## config.mk

```make
export PLATFORM = sky130hd
export DESIGN_NAME = sync_serial_port
export DESIGN_NICKNAME = d
export VERILOG_FILES = /design/src/sync_serial_pkg.sv /design/src/sync_serial_port.sv
export VERILOG_INCLUDE_DIRS = /design/src
export SDC_FILE = /design/constraint.sdc
export NUM_CORES = 1
export LEC_CHECK = 0
export BUFFER_PORTS_ARGS = -buffer_cell sky130_fd_sc_hd__buf_2
export CAP_MARGIN = 20
export CORE_MARGIN = 4
export CORE_UTILIZATION = 60
export DETAILED_ROUTE_END_ITERATION = 10
export HOLD_SLACK_MARGIN = 0.06
export PLACE_DENSITY = 0.92
export SLEW_MARGIN = 10
export SYNTH_ARGS = -nofsm -noshare
export SYNTH_HDL_FRONTEND = slang
export SYNTH_SLANG_ARGS = --single-unit
```

## constraint.sdc

```tcl
create_clock -name clk -period 6.58 [get_ports clk]
set_input_delay 1.316 -clock clk [delete_from_list [all_inputs] [get_ports clk]]
set_output_delay 1.316 -clock clk [all_outputs]
set_load 0.03 [all_outputs]
```

## src/sync_serial_defines.svh

```systemverilog
// Register offsets, field positions, mode codes and timing counts
`ifndef SYNC_SERIAL_DEFINES_SVH
`define SYNC_SERIAL_DEFINES_SVH

// ==========================================================
// Register offsets
`define OFS_CTRL1      3'h0
`define OFS_STATUS     3'h1
`define OFS_BUF        3'h2
`define OFS_ADDR       3'h3
`define OFS_CTRL2      3'h4

// ==========================================================
// Control register one fields
`define C1_WCOL        7
`define C1_OVF         6
`define C1_ON          5
`define C1_IDLE_LVL    4

// ==========================================================
// Status register fields
`define ST_SLEW        7
`define ST_CKE         6
`define ST_DA          5
`define ST_STOP        4
`define ST_START       3
`define ST_RW          2
`define ST_RELOAD      1
`define ST_FULL        0

// ==========================================================
// Reset values
`define CTRL1_RST      8'h00
`define STATUS_RST     8'h00
`define ADDR_RST       8'h00
`define MASK_RST       8'hFF

// ==========================================================
// Mode select codes
`define M_DIV4         4'h0
`define M_DIV16        4'h1
`define M_DIV64        4'h2
`define M_TMR          4'h3
`define M_SLV_SS       4'h4
`define M_SLV_NOSS     4'h5
`define M_DIV8         4'hA
`define M_MASK_ACC     4'h9
`define M_TW_MASTER    4'h8

// ==========================================================
// Master half-period lengths in clk cycles, last edge and last bit counts
`define HALF_DIV4      6'h02
`define HALF_DIV8      6'h04
`define HALF_DIV16     6'h08
`define HALF_DIV64     6'h20
`define LAST_EDGE      4'hF
`define LAST_BIT       3'h7

`endif

```

## src/sync_serial_pkg.sv

```systemverilog
// Types shared by the serial port and its surroundings
package sync_serial_pkg;

    // ==========================================================
    // Master sequencer states
    typedef enum logic [0:0] {
        MST_IDLE = 1'b0,
        MST_RUN  = 1'b1
    } mst_state_e;

    // ==========================================================
    // SPI pin inputs
    typedef struct packed {
        logic sck;
        logic sdi;
        logic ss_n;
        logic sdo_is_input;
    } spi_pins_s;

    // ==========================================================
    // Events reported by the two-wire bus engine
    typedef struct packed {
        logic       start_seen;
        logic       stop_seen;
        logic       addr_match;
        logic       addr_rw;
        logic       nack;
        logic       rx_done;
        logic [7:0] rx_byte;
        logic       byte_is_data;
        logic       tx_done;
        logic       reload_req;
    } twi_evt_s;

    // ==========================================================
    // Configuration handed to the two-wire bus engine
    typedef struct packed {
        logic [6:0] baud_reload;
        logic [7:0] own_addr;
        logic [6:0] addr_mask;
        logic       slew_ctl_off;
        logic       smbus_inputs;
        logic       active;
        logic [4:0] go_bits;
    } twi_cfg_s;

endpackage

```

## src/sync_serial_port.sv

```systemverilog
// Combined SPI / two-wire serial port: registers, SPI shifter, status
`timescale 1ns/1ps
`include "sync_serial_defines.svh"

module sync_serial_port (
    input  wire logic                  clk,
    input  wire logic                  sys_rst,
    input  wire logic [2:0]            addr,
    input  wire logic [7:0]            wr_data,
    input  wire logic                  wr_en,
    input  wire logic                  rd_en,
    output logic      [7:0]            rd_data,
    input  wire sync_serial_pkg::spi_pins_s pins_i,
    input  wire logic                  sleep_i,
    input  wire logic                  tmr_tick_i,
    input  wire logic                  irq_en_i,
    input  wire sync_serial_pkg::twi_evt_s  twi_evt_i,
    output logic                       sck_o,
    output logic                       sck_oe,
    output logic                       sdo_o,
    output logic                       sdo_oe,
    output logic                       irq_pulse,
    output logic                       wake_o,
    output logic      [7:0]            tx_byte,
    output sync_serial_pkg::twi_cfg_s  twi_cfg_o
);

    // ==========================================================
    // State
    logic [7:0] ctrl1_q, ctrl1_d;
    logic [7:0] stat_q, stat_d;
    logic [7:0] buf_q, buf_d;
    logic [7:0] sr_q, sr_d;
    logic [7:0] adr_q, adr_d;
    logic [7:0] msk_q, msk_d;
    logic [4:0] go_q, go_d;
    logic [2:0] bit_q, bit_d;
    logic [3:0] edg_q, edg_d;
    logic [5:0] div_q, div_d;
    logic       mlvl_q, mlvl_d;
    logic       slvl_q, slvl_d;
    logic       out_q, out_d;
    logic       sck_q, sck_d;
    logic       scke_q, scke_d;
    logic       sdoe_q, sdoe_d;
    logic       irq_q, irq_d;
    logic       wake_q, wake_d;
    logic       act_q, act_d;
    logic [7:0] rd_q, rd_d;
    sync_serial_pkg::mst_state_e mst_q, mst_d;

    // ==========================================================
    // Decoded modes
    logic [3:0] mode;
    logic       on, idle_lvl, cke, master, slave, spi, lvl_now;
    logic       slave_en, lead, trail, sample, shift, done, tick;
    logic [5:0] half;

    assign mode   = ctrl1_q[3:0];
    assign on     = ctrl1_q[`C1_ON];
    assign idle_lvl = ctrl1_q[`C1_IDLE_LVL];
    assign cke    = stat_q[`ST_CKE];
    assign master = (mode == `M_DIV4) || (mode == `M_DIV16) ||
                    (mode == `M_DIV64) || (mode == `M_TMR) ||
                    (mode == `M_DIV8);
    assign slave  = (mode == `M_SLV_SS) || (mode == `M_SLV_NOSS);
    assign spi    = master || slave;

    // Slave shifting gate; mode 0101 ignores SS entirely
    assign slave_en = on && ((mode == `M_SLV_NOSS) ||
                      ((mode == `M_SLV_SS) && !pins_i.ss_n));

    // Half period of the generated clock per divider setting
    always_comb begin
        if (mode == `M_DIV16) begin
            half = `HALF_DIV16;
        end else if (mode == `M_DIV64) begin
            half = `HALF_DIV64;
        end else if (mode == `M_DIV8) begin
            half = `HALF_DIV8;
        end else begin
            half = `HALF_DIV4;
        end
    end

    // ==========================================================
    // Next-state logic for the whole port
    always_comb begin
        ctrl1_d = ctrl1_q;
        stat_d  = stat_q;
        buf_d   = buf_q;
        sr_d    = sr_q;
        adr_d   = adr_q;
        msk_d   = msk_q;
        go_d    = go_q;
        bit_d   = bit_q;
        edg_d   = edg_q;
        div_d   = div_q;
        mlvl_d  = mlvl_q;
        out_d   = out_q;
        mst_d   = mst_q;
        irq_d   = 1'b0;
        rd_d    = 8'h00;
        lead    = 1'b0;
        trail   = 1'b0;
        tick    = 1'b0;
        done    = 1'b0;
        // Pin clock is sampled; the shifter runs on its edges
        lvl_now = pins_i.sck ^ idle_lvl;
        slvl_d  = lvl_now;
        if (slave_en && slave) begin
            lead  = lvl_now && !slvl_q;
            trail = !lvl_now && slvl_q;
        end

        // Master clock generation, frozen while asleep
        if (master && mst_q == sync_serial_pkg::MST_RUN &&
            !sleep_i) begin
            tick = (mode == `M_TMR) ? tmr_tick_i :
                   (div_q == half - 6'h01);
            if (tick) begin
                div_d  = 6'h00;
                mlvl_d = !mlvl_q;
                lead   = !mlvl_q;
                trail  = mlvl_q;
                edg_d  = edg_q + 4'h1;
                if (edg_q == `LAST_EDGE) begin
                    mst_d = sync_serial_pkg::MST_IDLE;
                end
            end else if (mode != `M_TMR) begin
                div_d = div_q + 6'h01;
            end
        end

        // Edge select 1 samples on the leading edge (modes 0,0 and 1,0)
        sample = cke ? lead : trail;
        shift  = cke ? trail : lead;
        if (spi && sample) begin
            sr_d = {sr_q[6:0], pins_i.sdi};
            if (bit_q == `LAST_BIT) begin
                bit_d = 3'h0;
                done  = 1'b1;
            end else begin
                bit_d = bit_q + 3'h1;
            end
        end
        if (spi && shift) begin
            out_d = sr_q[7];
        end

        // SS high in mode 0100 abandons the partial byte
        if (mode == `M_SLV_SS && pins_i.ss_n) begin
            bit_d = 3'h0;
        end

        // Register reads; a buffer read empties the buffer
        if (rd_en) begin
            if (addr == `OFS_CTRL1) begin
                rd_d = ctrl1_q;
            end else if (addr == `OFS_STATUS) begin
                rd_d = stat_q;
            end else if (addr == `OFS_BUF) begin
                rd_d = buf_q;
                stat_d[`ST_FULL] = 1'b0;
            end else if (addr == `OFS_ADDR) begin
                rd_d = (mode == `M_MASK_ACC) ? msk_q : adr_q;
            end else if (addr == `OFS_CTRL2) begin
                rd_d = {3'h0, go_q};
            end else begin
                rd_d = 8'h00;
            end
        end

        // Register writes
        if (wr_en) begin
            if (addr == `OFS_CTRL1) begin
                ctrl1_d = wr_data;
            end else if (addr == `OFS_STATUS) begin
                stat_d[7:6] = wr_data[7:6];
            end else if (addr == `OFS_BUF) begin
                if (spi && (mst_q == sync_serial_pkg::MST_RUN ||
                    (slave && bit_q != 3'h0))) begin
                    ctrl1_d[`C1_WCOL] = 1'b1;
                end else begin
                    buf_d = wr_data;
                    sr_d  = wr_data;
                    out_d = wr_data[7];
                    if (!spi) begin
                        stat_d[`ST_FULL] = 1'b1;
                    end
                    if (mode == `M_TW_MASTER) begin
                        stat_d[`ST_RW] = 1'b1;
                    end
                    if (master) begin
                        mst_d  = sync_serial_pkg::MST_RUN;
                        div_d  = 6'h00;
                        edg_d  = 4'h0;
                        mlvl_d = 1'b0;
                    end
                end
            end else if (addr == `OFS_ADDR) begin
                if (mode == `M_MASK_ACC) begin
                    msk_d = wr_data;
                end else begin
                    adr_d = wr_data;
                    stat_d[`ST_RELOAD] = 1'b0;
                end
            end else if (addr == `OFS_CTRL2) begin
                go_d = wr_data[4:0];
            end
        end

        // SPI byte complete; overflow keeps the unread byte
        if (done) begin
            irq_d = 1'b1;
            if (stat_q[`ST_FULL] && slave) begin
                ctrl1_d[`C1_OVF] = 1'b1;
            end else begin
                buf_d = sr_d;
                stat_d[`ST_FULL] = 1'b1;
            end
        end

        // Two-wire engine events; they win over register reads and writes in the same cycle
        if (on && !spi) begin
            if (twi_evt_i.rx_done) begin
                if (stat_q[`ST_FULL]) begin
                    ctrl1_d[`C1_OVF] = 1'b1;
                end else begin
                    buf_d = twi_evt_i.rx_byte;
                end
                stat_d[`ST_FULL] = 1'b1;
                irq_d = 1'b1;
            end
            if (twi_evt_i.tx_done) begin
                stat_d[`ST_FULL] = 1'b0;
                irq_d = 1'b1;
                if (mode == `M_TW_MASTER) begin
                    stat_d[`ST_RW] = 1'b0;
                end
            end
            if (twi_evt_i.rx_done || twi_evt_i.tx_done) begin
                stat_d[`ST_DA] = twi_evt_i.byte_is_data;
            end
            if (twi_evt_i.addr_match) begin
                stat_d[`ST_DA] = 1'b0;
                stat_d[`ST_RW] = twi_evt_i.addr_rw;
            end
            if (mode != `M_TW_MASTER && (twi_evt_i.start_seen ||
                twi_evt_i.stop_seen || twi_evt_i.nack)) begin
                stat_d[`ST_RW] = 1'b0;
            end
            if (twi_evt_i.start_seen) begin
                stat_d[`ST_START] = 1'b1;
                stat_d[`ST_STOP]  = 1'b0;
            end
            if (twi_evt_i.stop_seen) begin
                stat_d[`ST_STOP]  = 1'b1;
                stat_d[`ST_START] = 1'b0;
            end
            if (twi_evt_i.reload_req) begin
                stat_d[`ST_RELOAD] = 1'b1;
            end
        end

        // Port off: shifter idle, bus flags cleared
        if (!on) begin
            bit_d = 3'h0;
            mst_d = sync_serial_pkg::MST_IDLE;
            mlvl_d = 1'b0;
            stat_d[5:1] = 5'h00;
            go_d = 5'h00;
        end
    end

    // ==========================================================
    // Pin and flag outputs; in mode 0100 SDO released one clock after SS rises
    always_comb begin
        sck_d  = (master && mst_q == sync_serial_pkg::MST_RUN) ?
                 (mlvl_d ^ idle_lvl) : idle_lvl;
        scke_d = on && master;
        sdoe_d = on && !pins_i.sdo_is_input &&
                 (master || (slave && slave_en));
        wake_d = irq_d && irq_en_i && sleep_i;
        act_d  = on && !spi && (stat_d[`ST_RW] || (|go_d));
    end

    // ==========================================================
    // Registers; device reset disables the port and aborts transfers
    always_ff @(posedge clk) begin
        if (sys_rst) begin
            ctrl1_q <= `CTRL1_RST;
            stat_q  <= `STATUS_RST;
            buf_q   <= 8'h00;
            sr_q    <= 8'h00;
            adr_q   <= `ADDR_RST;
            msk_q   <= `MASK_RST;
            go_q    <= 5'h00;
            bit_q   <= 3'h0;
            edg_q   <= 4'h0;
            div_q   <= 6'h00;
            mlvl_q  <= 1'b0;
            slvl_q  <= 1'b0;
            out_q   <= 1'b0;
            sck_q   <= 1'b0;
            scke_q  <= 1'b0;
            sdoe_q  <= 1'b0;
            irq_q   <= 1'b0;
            wake_q  <= 1'b0;
            act_q   <= 1'b0;
            rd_q    <= 8'h00;
            mst_q   <= sync_serial_pkg::MST_IDLE;
        end else begin
            ctrl1_q <= ctrl1_d;
            stat_q  <= stat_d;
            buf_q   <= buf_d;
            sr_q    <= sr_d;
            adr_q   <= adr_d;
            msk_q   <= msk_d;
            go_q    <= go_d;
            bit_q   <= bit_d;
            edg_q   <= edg_d;
            div_q   <= div_d;
            mlvl_q  <= mlvl_d;
            slvl_q  <= slvl_d;
            out_q   <= out_d;
            sck_q   <= sck_d;
            scke_q  <= scke_d;
            sdoe_q  <= sdoe_d;
            irq_q   <= irq_d;
            wake_q  <= wake_d;
            act_q   <= act_d;
            rd_q    <= rd_d;
            mst_q   <= mst_d;
        end
    end

    // ==========================================================
    // Output wiring, all straight from flip-flops
    assign rd_data   = rd_q;
    assign sck_o     = sck_q;
    assign sck_oe    = scke_q;
    assign sdo_o     = out_q;
    assign sdo_oe    = sdoe_q;
    assign irq_pulse = irq_q;
    assign wake_o    = wake_q;
    assign tx_byte   = sr_q;
    assign twi_cfg_o.baud_reload  = adr_q[6:0];
    assign twi_cfg_o.own_addr     = adr_q;
    assign twi_cfg_o.addr_mask    = msk_q[6:0];
    assign twi_cfg_o.slew_ctl_off = stat_q[`ST_SLEW];
    assign twi_cfg_o.smbus_inputs = stat_q[`ST_CKE];
    assign twi_cfg_o.active       = act_q;
    assign twi_cfg_o.go_bits      = go_q;

endmodule

```

==> flow_metrics.env, run 1 <==
export IMPL_die_h_um=94.8
export IMPL_synth_nets=578
export IMPL_start_util=0.619
export IMPL_fin_tns_setup_ns=0
export IMPL_synth_cell_types=65
export IMPL_core_rowCount=31
export IMPL_io_pins=91
export IMPL_cpPeakStageDelay_ns=0.76
export IMPL_crit_top_cell="ha_1"
export IMPL_grt_max_degree=48
export IMPL_worst_path_buf_inv=0
export IMPL_holdPathEnd="edg_q[1]"
export IMPL_grtUsageMet3=0.0566
export IMPL_yosysWarningCount=0
export IMPL_hp_start="edg_q[1]"
export IMPL_synth_common_cells="84 x dfxtp_1, 62 x nor2_1, 55 x nand2_1, 37 x a21oi_1, 35 x mux2i_1"
export IMPL_outcome="finished clean"
export IMPL_drt_wl_total_um=11900
export IMPL_cp_max_fo=18
export IMPL_drive_gt1_frac=0.220
export IMPL_cts_resized=0
export IMPL_grt_pass1_vias=3846
export IMPL_tightestPinTransition_ns=0.976
export IMPL_syn2layout_area_growth_pct=11.9
export IMPL_cts_tree="yes"
export IMPL_h_tree_depth=3
export IMPL_vias_per_cell=6.08
export IMPL_die_area_um2=8980
export IMPL_synth_edf_count=0
export IMPL_r2r_start="ctrl1_q[2]"
export IMPL_ant_nets=0
export IMPL_worstPathRequired_ns=6.83
export IMPL_endpoint_kind="register"
export IMPL_synth_area_um2=4520
export IMPL_grt_pass1_wl_um=19100
export IMPL_setup_viol=0
export IMPL_grt_usage=0.273
export IMPL_relSlewSlack=0.348
export IMPL_yosysMostFrequentCell="dfxtp_1"
export IMPL_antenna_cells=0
export IMPL_wl_per_cell_um=17.2
export IMPL_io_buffers=90
export IMPL_drt_iter0_markers=363
export IMPL_synth_main_ff_cell="dfxtp_1"
export IMPL_hp_class="reg -> reg"
export IMPL_skew_ns=0.0121
export IMPL_r2r_end="sck_o"
export IMPL_ys_seq_area_frac=0.372
export IMPL_synthArstFlopShare=0
export IMPL_met1_usage=0.372
export IMPL_startpoint="ctrl1_q[2]"
export IMPL_ir_drop_mv=0.136
export IMPL_synthTopCellsByArea="dfxtp_1 37%, mux2i_1 7.8%, nor2_1 5.2%"
export IMPL_path_class="reg -> reg"
export IMPL_arrival_ns=3.55
export IMPL_synth_area_per_cell_um2=8.49
export IMPL_max_freq_ghz=0.303
export IMPL_die_x_um=94.8
export IMPL_utilization=0.693
export IMPL_dr_pass1_iters=5
export IMPL_overflow=0
export IMPL_antenna_found_initial=0
export IMPL_cp_cell_sequence="or4b_4 -> o21ai_4 -> ha_1 -> ha_1 -> xor2_1 -> and4b_1 -> o2111a_2 -> a21boi_2 -> mux2i_1 -> mux2_1"
export IMPL_cts_num_sinks=84
export IMPL_ff2ff_setup_slack_ns=3.28
export IMPL_cp_slowest_cell="dfxtp_1"
export IMPL_p_leak_uw=0.00196
export IMPL_r2r_cells=10
export IMPL_drcViolationCount=0
export IMPL_fin_crit_sh=0.501
export IMPL_clk_path_buf_depth=2
export IMPL_clk_latency_ns=0.37
export IMPL_ys_seq_elements=84
export IMPL_grt_busiest_layer="met2"
export IMPL_vias=4193
export IMPL_met2_usage=0.425
export IMPL_dp_final_hpwl_um=8540
export IMPL_root_buffer="clkbuf_8"
export IMPL_path_clk_slew_ns=0.09
export IMPL_slew_viol_final=0
export IMPL_max_cap_violations=0
export IMPL_cts_setup_buffers=0
export IMPL_nNetsFinal=632
export IMPL_p_per_area_nw_per_um2=199
export IMPL_fin_crit_ns=3.30
export IMPL_hold_path_depth=2
export IMPL_place_gp_congestion=0.974
export IMPL_start_kind="register"
export IMPL_core_um2=7290
export IMPL_rsz0062_at_grt="no"
export IMPL_cts_inserted_buffers=9
export IMPL_cp_top_family="flip-flops"
export IMPL_synth_largest_area_cell="dfxtp_1"
export IMPL_cts_hold_buf=0
export IMPL_synthCells=532
export IMPL_timing_final_hold_violations=0
export IMPL_yosysTopAreaCellShare=0.372
tightest hold or removal path: stages, from the launching register on:
cell and delay [ns]:
dfxtp_1 0.33, nand2_1 0.06, a21oi_1 0.05
metal layers:
| layer | part of all wire | routed length, um | up-vias |
|---|---|---|---|
| li1 | - | - | 1979 |
| met1 | 0.40 | 4760 | 1952 |
| met2 | 0.47 | 5600 | 231 |
| met3 | 0.10 | 1220 | 31 |
| met4 | 0.025 | 293 | 0 |
| met5 | 0 | 0 | - |
where the power goes:
part | internal, uW | switching, uW
registers | 516 | 7.57
clock network | 181 | 209
logic | 32.6 | 60.7
total | 729 | 277
state kept, by name (all words and copies together) (netlist names), 3 cells and up:
name and flops:
edg_q 4, go_q 5, tx_byte 8, bit_q 3, msk_q 8, buf_q 8
ctrl1_q 8, div_q 6, stat_q 8, adr_q 8, rd_data 8
logic make-up (layout without fill, tap and decap cells):
kind of cell | Yosys count | count (layout) | synth area share
AO/OA/AOI/OAI | 122 | 122 | 0.201
adder cells (fa/ha/maj) | 7 | 7 | 0.0194
XOR/XNOR | 13 | 13 | 0.0294
multiplexers | 36 | 36 | 0.0801
AND/OR/NAND/NOR | 205 | 205 | 0.224
buffers and inverters | 65 | 124 | 0.0737
flip-flops | 84 | 84 | 0.372
area by class of cell:
class                   instances  area (um^2)
repair buffers                 94          480
multi-input cells             383         2510
clock buffers                   9          124
fillers                       571         2240
well taps                      99          124
inverters                      14         52.6
clock inverters                 7         80.1
flip-flops and latches         84         1680
layout by cell type, fill, tap and decap left out, types with 5 or more instances in the layout:
cell type and count:
dfxtp_1 84, nand2b_1 14, nand2_1 55, clkbuf_8 9
a211o_1 8, o21ai_0 13, inv_1 14, a211oi_1 15
ha_1 7, xnor2_1 8, a21oi_1 37, mux2i_1 35
nor3_1 5, a311oi_2 5, nor2b_1 15, nor2_1 62
nand3_1 20, buf_2 90, a31oi_1 7, o221ai_1 6
stage by stage:
stage | hold slack, ns | power, uW | cells | setup WS [ns] | cell area [um^2]
after global placement | 0.452 | 623 | 674 | 3.32 | 4850
after CTS | 0.477 | 1010 | 690 | 3.31 | 5050
after global routing | 0.511 | 1040 | 690 | 3.07 | 5050
final | 0.480 | 1010 | 690 | 3.28 | 5050
after detailed placement | 0.464 | 626 | 674 | 3.25 | 4850
after floorplan | 0.436 | 592 | 532 | 3.65 | 4520
how the worst max path moves through the flow:
stage                     slack (ns)  cells after the start        to
final                           3.28                     10     sck_o
after detailed placement        3.25                      6  buf_q[6]
after global routing            3.07                     10     sck_o
after CTS                       3.31                     10     sck_o
after global placement          3.32                      6  buf_q[6]
after floorplan                 3.65                     11     sck_o
Power figures use the tool's default switching activity.
==> inputs of run 2 (changes only) <==
CORE_UTILIZATION = 50   (was 60)
PLACE_DENSITY = 0.83   (was 0.92)
clock period = 2.9 ns   (was 6.58 ns; I/O delays follow)
==> flow_metrics.env, run 2 (same netlist as run 1, synthesis figures left out) <==
export IMPL_outcome="finished clean"
export IMPL_overflow=0
export IMPL_wl_per_cell_um=17.5
export IMPL_placed_area_um2=5000
export IMPL_start_kind="register"
export IMPL_h_tree_depth=3
export IMPL_dp_final_hpwl_um=9170
export IMPL_clk_latency_ns=0.36
export IMPL_cts_tree="yes"
export IMPL_final_cell_area_um2=5380
export IMPL_start_util=0.515
export IMPL_cts_inserted_buffers=9
export IMPL_fillCellCount=751
export IMPL_root_buffer="clkbuf_8"
export IMPL_drcViolationCount=0
export IMPL_drive_gt1_frac=0.272
export IMPL_cp_cell_sequence="or4b_4 -> buf_4 -> ha_4 -> xor2_2 -> and4b_1 -> o2111a_2 -> a21boi_4 -> mux2i_1 -> mux2_1"
export IMPL_r2r_start="ctrl1_q[2]"
export IMPL_cp_slowest_cell="or4b_4"
export IMPL_core_rowCount=34
export IMPL_fin_crit_sh=0.985
export IMPL_worstSetupPathDepth=9
export IMPL_io_buffers=90
export IMPL_cp_top_family="simple AND/OR/NAND/NOR gates"
export IMPL_drt_iter0_markers=311
export IMPL_p_leak_uw=0.00212
export IMPL_final_cell_mix="90 x buf_2, 80 x dfxtp_1, 62 x nor2_1"
export IMPL_place_gp_congestion=0.905
export IMPL_path_clk_slew_ns=0.09
export IMPL_path_class="reg -> reg"
export IMPL_max_cap_violations=0
export IMPL_slew_viol_final=0
export IMPL_io_pins=91
export IMPL_finalPower_uw=2290
export IMPL_relSlewSlack=0.497
export IMPL_max_freq_ghz=0.350
export IMPL_grt_max_degree=33
export IMPL_holdPathEnd="sdo_oe"
export IMPL_r2r_end="sck_o"
export IMPL_cp_max_fo=6
export IMPL_drt_wl_total_um=12700
export IMPL_antenna_found_initial=0
export IMPL_skew_ns=0.00976
export IMPL_cpPeakStageDelay_ns=0.56
export IMPL_r2r_cells=9
export IMPL_die_area_um2=10600
export IMPL_hold_path_depth=2
export IMPL_clk_path_buf_depth=2
export IMPL_syn2layout_area_growth_pct=19.1
export IMPL_arrival_ns=3.11
export IMPL_ff2ff_setup_slack_ns=0.04
export IMPL_worstPathRequired_ns=3.15
export IMPL_hp_class="in -> reg"
export IMPL_p_per_area_nw_per_um2=425
export IMPL_layout_commonest_cell="buf_2"
export IMPL_fin_crit_ns=2.86
export IMPL_tightestPinTransition_ns=0.751
export IMPL_endpoint_kind="register"
export IMPL_setup_viol=0
export IMPL_ir_drop_mv=0.328
export IMPL_worst_slack_ns=0.0425
export IMPL_core_um2=8760
export IMPL_timing_final_hold_violations=0
export IMPL_utilization=0.614
export IMPL_dr_pass1_iters=5
export IMPL_die_x_um=103
export IMPL_nNetsFinal=659
export IMPL_antenna_cells=0
export IMPL_grt_pass1_wl_um=19700
export IMPL_hp_start="pins_i[0]"
export IMPL_ant_nets=0
export IMPL_grt_pass1_vias=4064
export IMPL_vias=4276
export IMPL_pre_cts_slack_ns=-0.0199
export IMPL_worst_path_buf_inv=1
export IMPL_cts_num_sinks=84
export IMPL_rsz0062_at_grt="no"
export IMPL_grt_usage=0.236
export IMPL_vias_per_cell=5.89
export IMPL_die_h_um=103
==> run 2: cell types whose count changed in the layout (fill, tap and decap cells not counted), sizes merged <==
cell      previous run  this run
a31o                 1         2
a31oi                8         9
buf                 94       119
clkbuf               9        11
clkinvlp             1         3
inv                 18        14
==> run 2: layout make-up <==
cell class / count / area (um^2) / share of cell area
Clock inverter: 5 / 61.3 / 0.0114
Clock buffer: 11 / 141 / 0.0263
Tap cell: 108 / 135 / 0.0251
Multi-Input combinational cell: 385 / 2620 / 0.487
Timing Repair Buffer: 119 / 679 / 0.126
Inverter: 14 / 52.6 / 0.00977
Sequential cell: 84 / 1690 / 0.314
==> run 2: worst max path at each step <==
stage	start	endpoint	slack [ns]
6_report	ctrl1_q[2]	sck_o	0.04
5_1_grt	ctrl1_q[2]	buf_q[6]	0.01
4_1_cts	ctrl1_q[1]	buf_q[6]	0.01
3_5_place_dp	ctrl1_q[1]	tx_byte[0]	-0.02
3_3_place_gp	ctrl1_q[1]	buf_q[6]	0.07
2_1_floorplan	ctrl1_q[2]	buf_q[6]	0.02
==> run 2: report_power, final <==
group / internal, uW / switching (uW) / total [uW]
registers: 1170 / 14.0 / 1180
logic: 84.1 / 148 / 232
clock network: 423 / 447 / 870
==> run 2: through the flow <==
stage	TNS [ns]	instances	hold WS, ns
6_report	0	726	0.367
5_1_grt	0	726	0.372
4_1_cts	0	717	0.366
3_5_place_dp	-0.0199	700	0.473
3_3_place_gp	0	700	0.453
2_1_floorplan	0	532	0.436
==> run 2: per-layer routing <==
| layer | wire [um] | up-vias | part of all wire | track usage |
|---|---|---|---|---|
| met5 | 0 | - | 0 | 0 |
| met3 | 1030 | 22 | 0.081 | 0.0548 |
| met1 | 5200 | 2042 | 0.41 | 0.297 |
| met4 | 231 | 0 | 0.018 | 0.0817 |
| met2 | 6260 | 171 | 0.49 | 0.398 |
| li1 | - | 2041 | - | - |
==> run 2: what timing repair did <==
action | CTS | global route
buffers inserted | 1 | 7
pin swaps | 1 | 12
endpoints found under the setup margin | 3 | 23
gates resized for setup | 0 | 20
hold buffers | 0 | 0
gates cloned | 0 | 2
==> run 2: worst reg2reg max path: stages, from the launching register on <==
cell	delay [ns]
dfxtp_4	0.35
or4b_4	0.56
buf_4	0.17
ha_4	0.15
xor2_2	0.14
and4b_1	0.20
o2111a_2	0.35
a21boi_4	0.25
mux2i_1	0.25
mux2_1	0.33
==> inputs of run 3 (changes only) <==
CELL_PAD_IN_SITES_DETAIL_PLACEMENT = 0   (was unset)
CELL_PAD_IN_SITES_GLOBAL_PLACEMENT = 1   (was unset)
CORE_UTILIZATION = 37   (was 50)
PLACE_DENSITY = 0.82   (was 0.83)
==> flow_metrics.env, run 3 (same netlist as run 1, synthesis figures left out) <==
export IMPL_cpPeakStageDelay_ns=0.55
export IMPL_slew_viol_final=0
export IMPL_path_class="reg -> reg"
export IMPL_core_rowCount=40
export IMPL_cp_top_family="simple AND/OR/NAND/NOR gates"
export IMPL_worstPathRequired_ns=3.17
export IMPL_die_x_um=118
export IMPL_antenna_found_initial=0
export IMPL_syn2layout_area_growth_pct=22.4
export IMPL_clk_latency_ns=0.34
export IMPL_start_util=0.378
export IMPL_ir_drop_mv=0.253
export IMPL_place_gp_congestion=0.887
export IMPL_root_buffer="clkbuf_16"
export IMPL_fin_crit_ns=2.88
export IMPL_vias_per_cell=5.47
export IMPL_cts_hold_buf=0
export IMPL_max_freq_ghz=0.347
export IMPL_layout_commonest_cell="buf_2"
export IMPL_overflow=0
export IMPL_antenna_cells=0
export IMPL_outcome="finished clean"
export IMPL_cp_slowest_cell="or4b_4"
export IMPL_fin_crit_sh=0.995
export IMPL_io_pins=91
export IMPL_ant_nets=0
export IMPL_skew_ns=0.00854
export IMPL_cts_tree="yes"
export IMPL_dp_final_hpwl_um=9650
export IMPL_rsz0062_at_grt="yes"
export IMPL_grt_max_degree=31
export IMPL_dr_pass1_iters=4
export IMPL_numPlacedInstances=742
export IMPL_path_clk_slew_ns=0.06
export IMPL_cts_num_sinks=84
export IMPL_drt_iter0_markers=272
export IMPL_grt_usage=0.184
export IMPL_cp_cell_sequence="or4b_4 -> o21ai_4 -> ha_2 -> ha_4 -> xor2_2 -> and4b_1 -> o2111a_2 -> buf_4 -> a31oi_4 -> or3_1 -> a21oi_1"
export IMPL_relSlewSlack=0.531
export IMPL_nNetsFinal=659
export IMPL_setup_viol=0
export IMPL_layout_cells_non_filler=765
export IMPL_max_cap_violations=0
export IMPL_h_tree_depth=3
export IMPL_drive_gt1_frac=0.272
export IMPL_p_leak_uw=0.00216
export IMPL_p_per_area_nw_per_um2=471
export IMPL_cp_max_fo=7
export IMPL_clk_path_buf_depth=2
export IMPL_endpoint_kind="register"
export IMPL_drt_wl_total_um=13100
export IMPL_start_kind="register"
export IMPL_die_h_um=118
export IMPL_io_buffers=90
export IMPL_vias=4183
export IMPL_final_cell_mix="90 x buf_2, 82 x dfxtp_1, 62 x nor2_1"
export IMPL_die_area_um2=14000
export IMPL_core_um2=12000
export IMPL_hp_class="in -> reg"
export IMPL_drcViolationCount=0
export IMPL_arrival_ns=3.15
export IMPL_cts_inserted_buffers=9
export IMPL_grt_pass1_wl_um=21100
export IMPL_grt_pass1_vias=4131
export IMPL_utilization=0.462
export IMPL_worst_path_buf_inv=1
export IMPL_tightestPinTransition_ns=0.700
export IMPL_wl_per_cell_um=17.2
export IMPL_timing_final_hold_violations=0
==> run 3: changes by cell type in the layout (fill, tap and decap cells not counted), sizes merged <==
cell	delta
clkinv	+1
a31o	-1
clkbuf	-1
clkinvlp	-1
inv	+1
buf	+1
==> run 3: worst reg2reg max path: cells and delay by family, from the launching register on <==
kind | cells | cell delay [ns]
XOR/XNOR | 1 | 0.16
flip-flops | 1 | 0.36
buffers and inverters | 1 | 0.16
AND/OR/NAND/NOR | 3 | 1.12
AO/OA/AOI/OAI | 4 | 0.67
adder cells (fa/ha/maj) | 2 | 0.34
==> run 3: area by class of cell <==
cell class / instances / area (um^2)
Timing Repair Buffer: 120 / 704
Clock inverter: 6 / 71.3
Fill cell: 1162 / 6430
Tap cell: 147 / 184
Sequential cell: 84 / 1690
Clock buffer: 10 / 239
Multi-Input combinational cell: 384 / 2590
Inverter: 14 / 52.6
==> run 3: path summary, 6_finish.rpt <==
check	startpoint	endpoint	slack (ns)	cells past startpoint
max	ctrl1_q[1]	bit_q[0]	0.02	11
min reg2reg	edg_q[1]	edg_q[1]	0.47	2
min	pins_i[0]	sdo_oe	0.40	2
max reg2reg	ctrl1_q[1]	bit_q[0]	0.02	11
==> run 3: what timing repair did <==
action / CTS / global route
endpoints found under the setup margin: 10 / 22
setup buffers: 3 / 3
gates cloned: 0 / 1
pin swaps: 2 / 11
gates resized for setup: 0 / 17
==> run 3: metal layers <==
| metal | global-route usage | up-vias | part of all wire |
|---|---|---|---|
| met5 | 0 | - | 0 |
| li1 | - | 2049 | - |
| met3 | 0.0344 | 17 | 0.049 |
| met1 | 0.242 | 2012 | 0.45 |
| met2 | 0.308 | 105 | 0.48 |
| met4 | 0.0536 | 0 | 0.019 |
==> run 3: per-stage QoR <==
stage / setup TNS, ns / area [um^2] / hold slack (ns) / setup slack (ns) / total power (uW)
after detailed placement: -0.0116 / 5080 / 0.463 / -0.0116 / 1430
after global placement: 0 / 5080 / 0.459 / 0.0792 / 1430
after floorplan: 0 / 4520 / 0.436 / 0.0161 / 1340
after CTS: 0 / 5430 / 0.395 / 0.00388 / 2610
final: 0 / 5530 / 0.404 / 0.0158 / 2600
after global routing: -0.333 / 5530 / 0.402 / -0.0535 / 2690
==> run 3: power breakdown <==
part	switching, uW	internal [uW]
clock	491	697
combinational	148	83.1
sequential	14.2	1170
total	653	1950
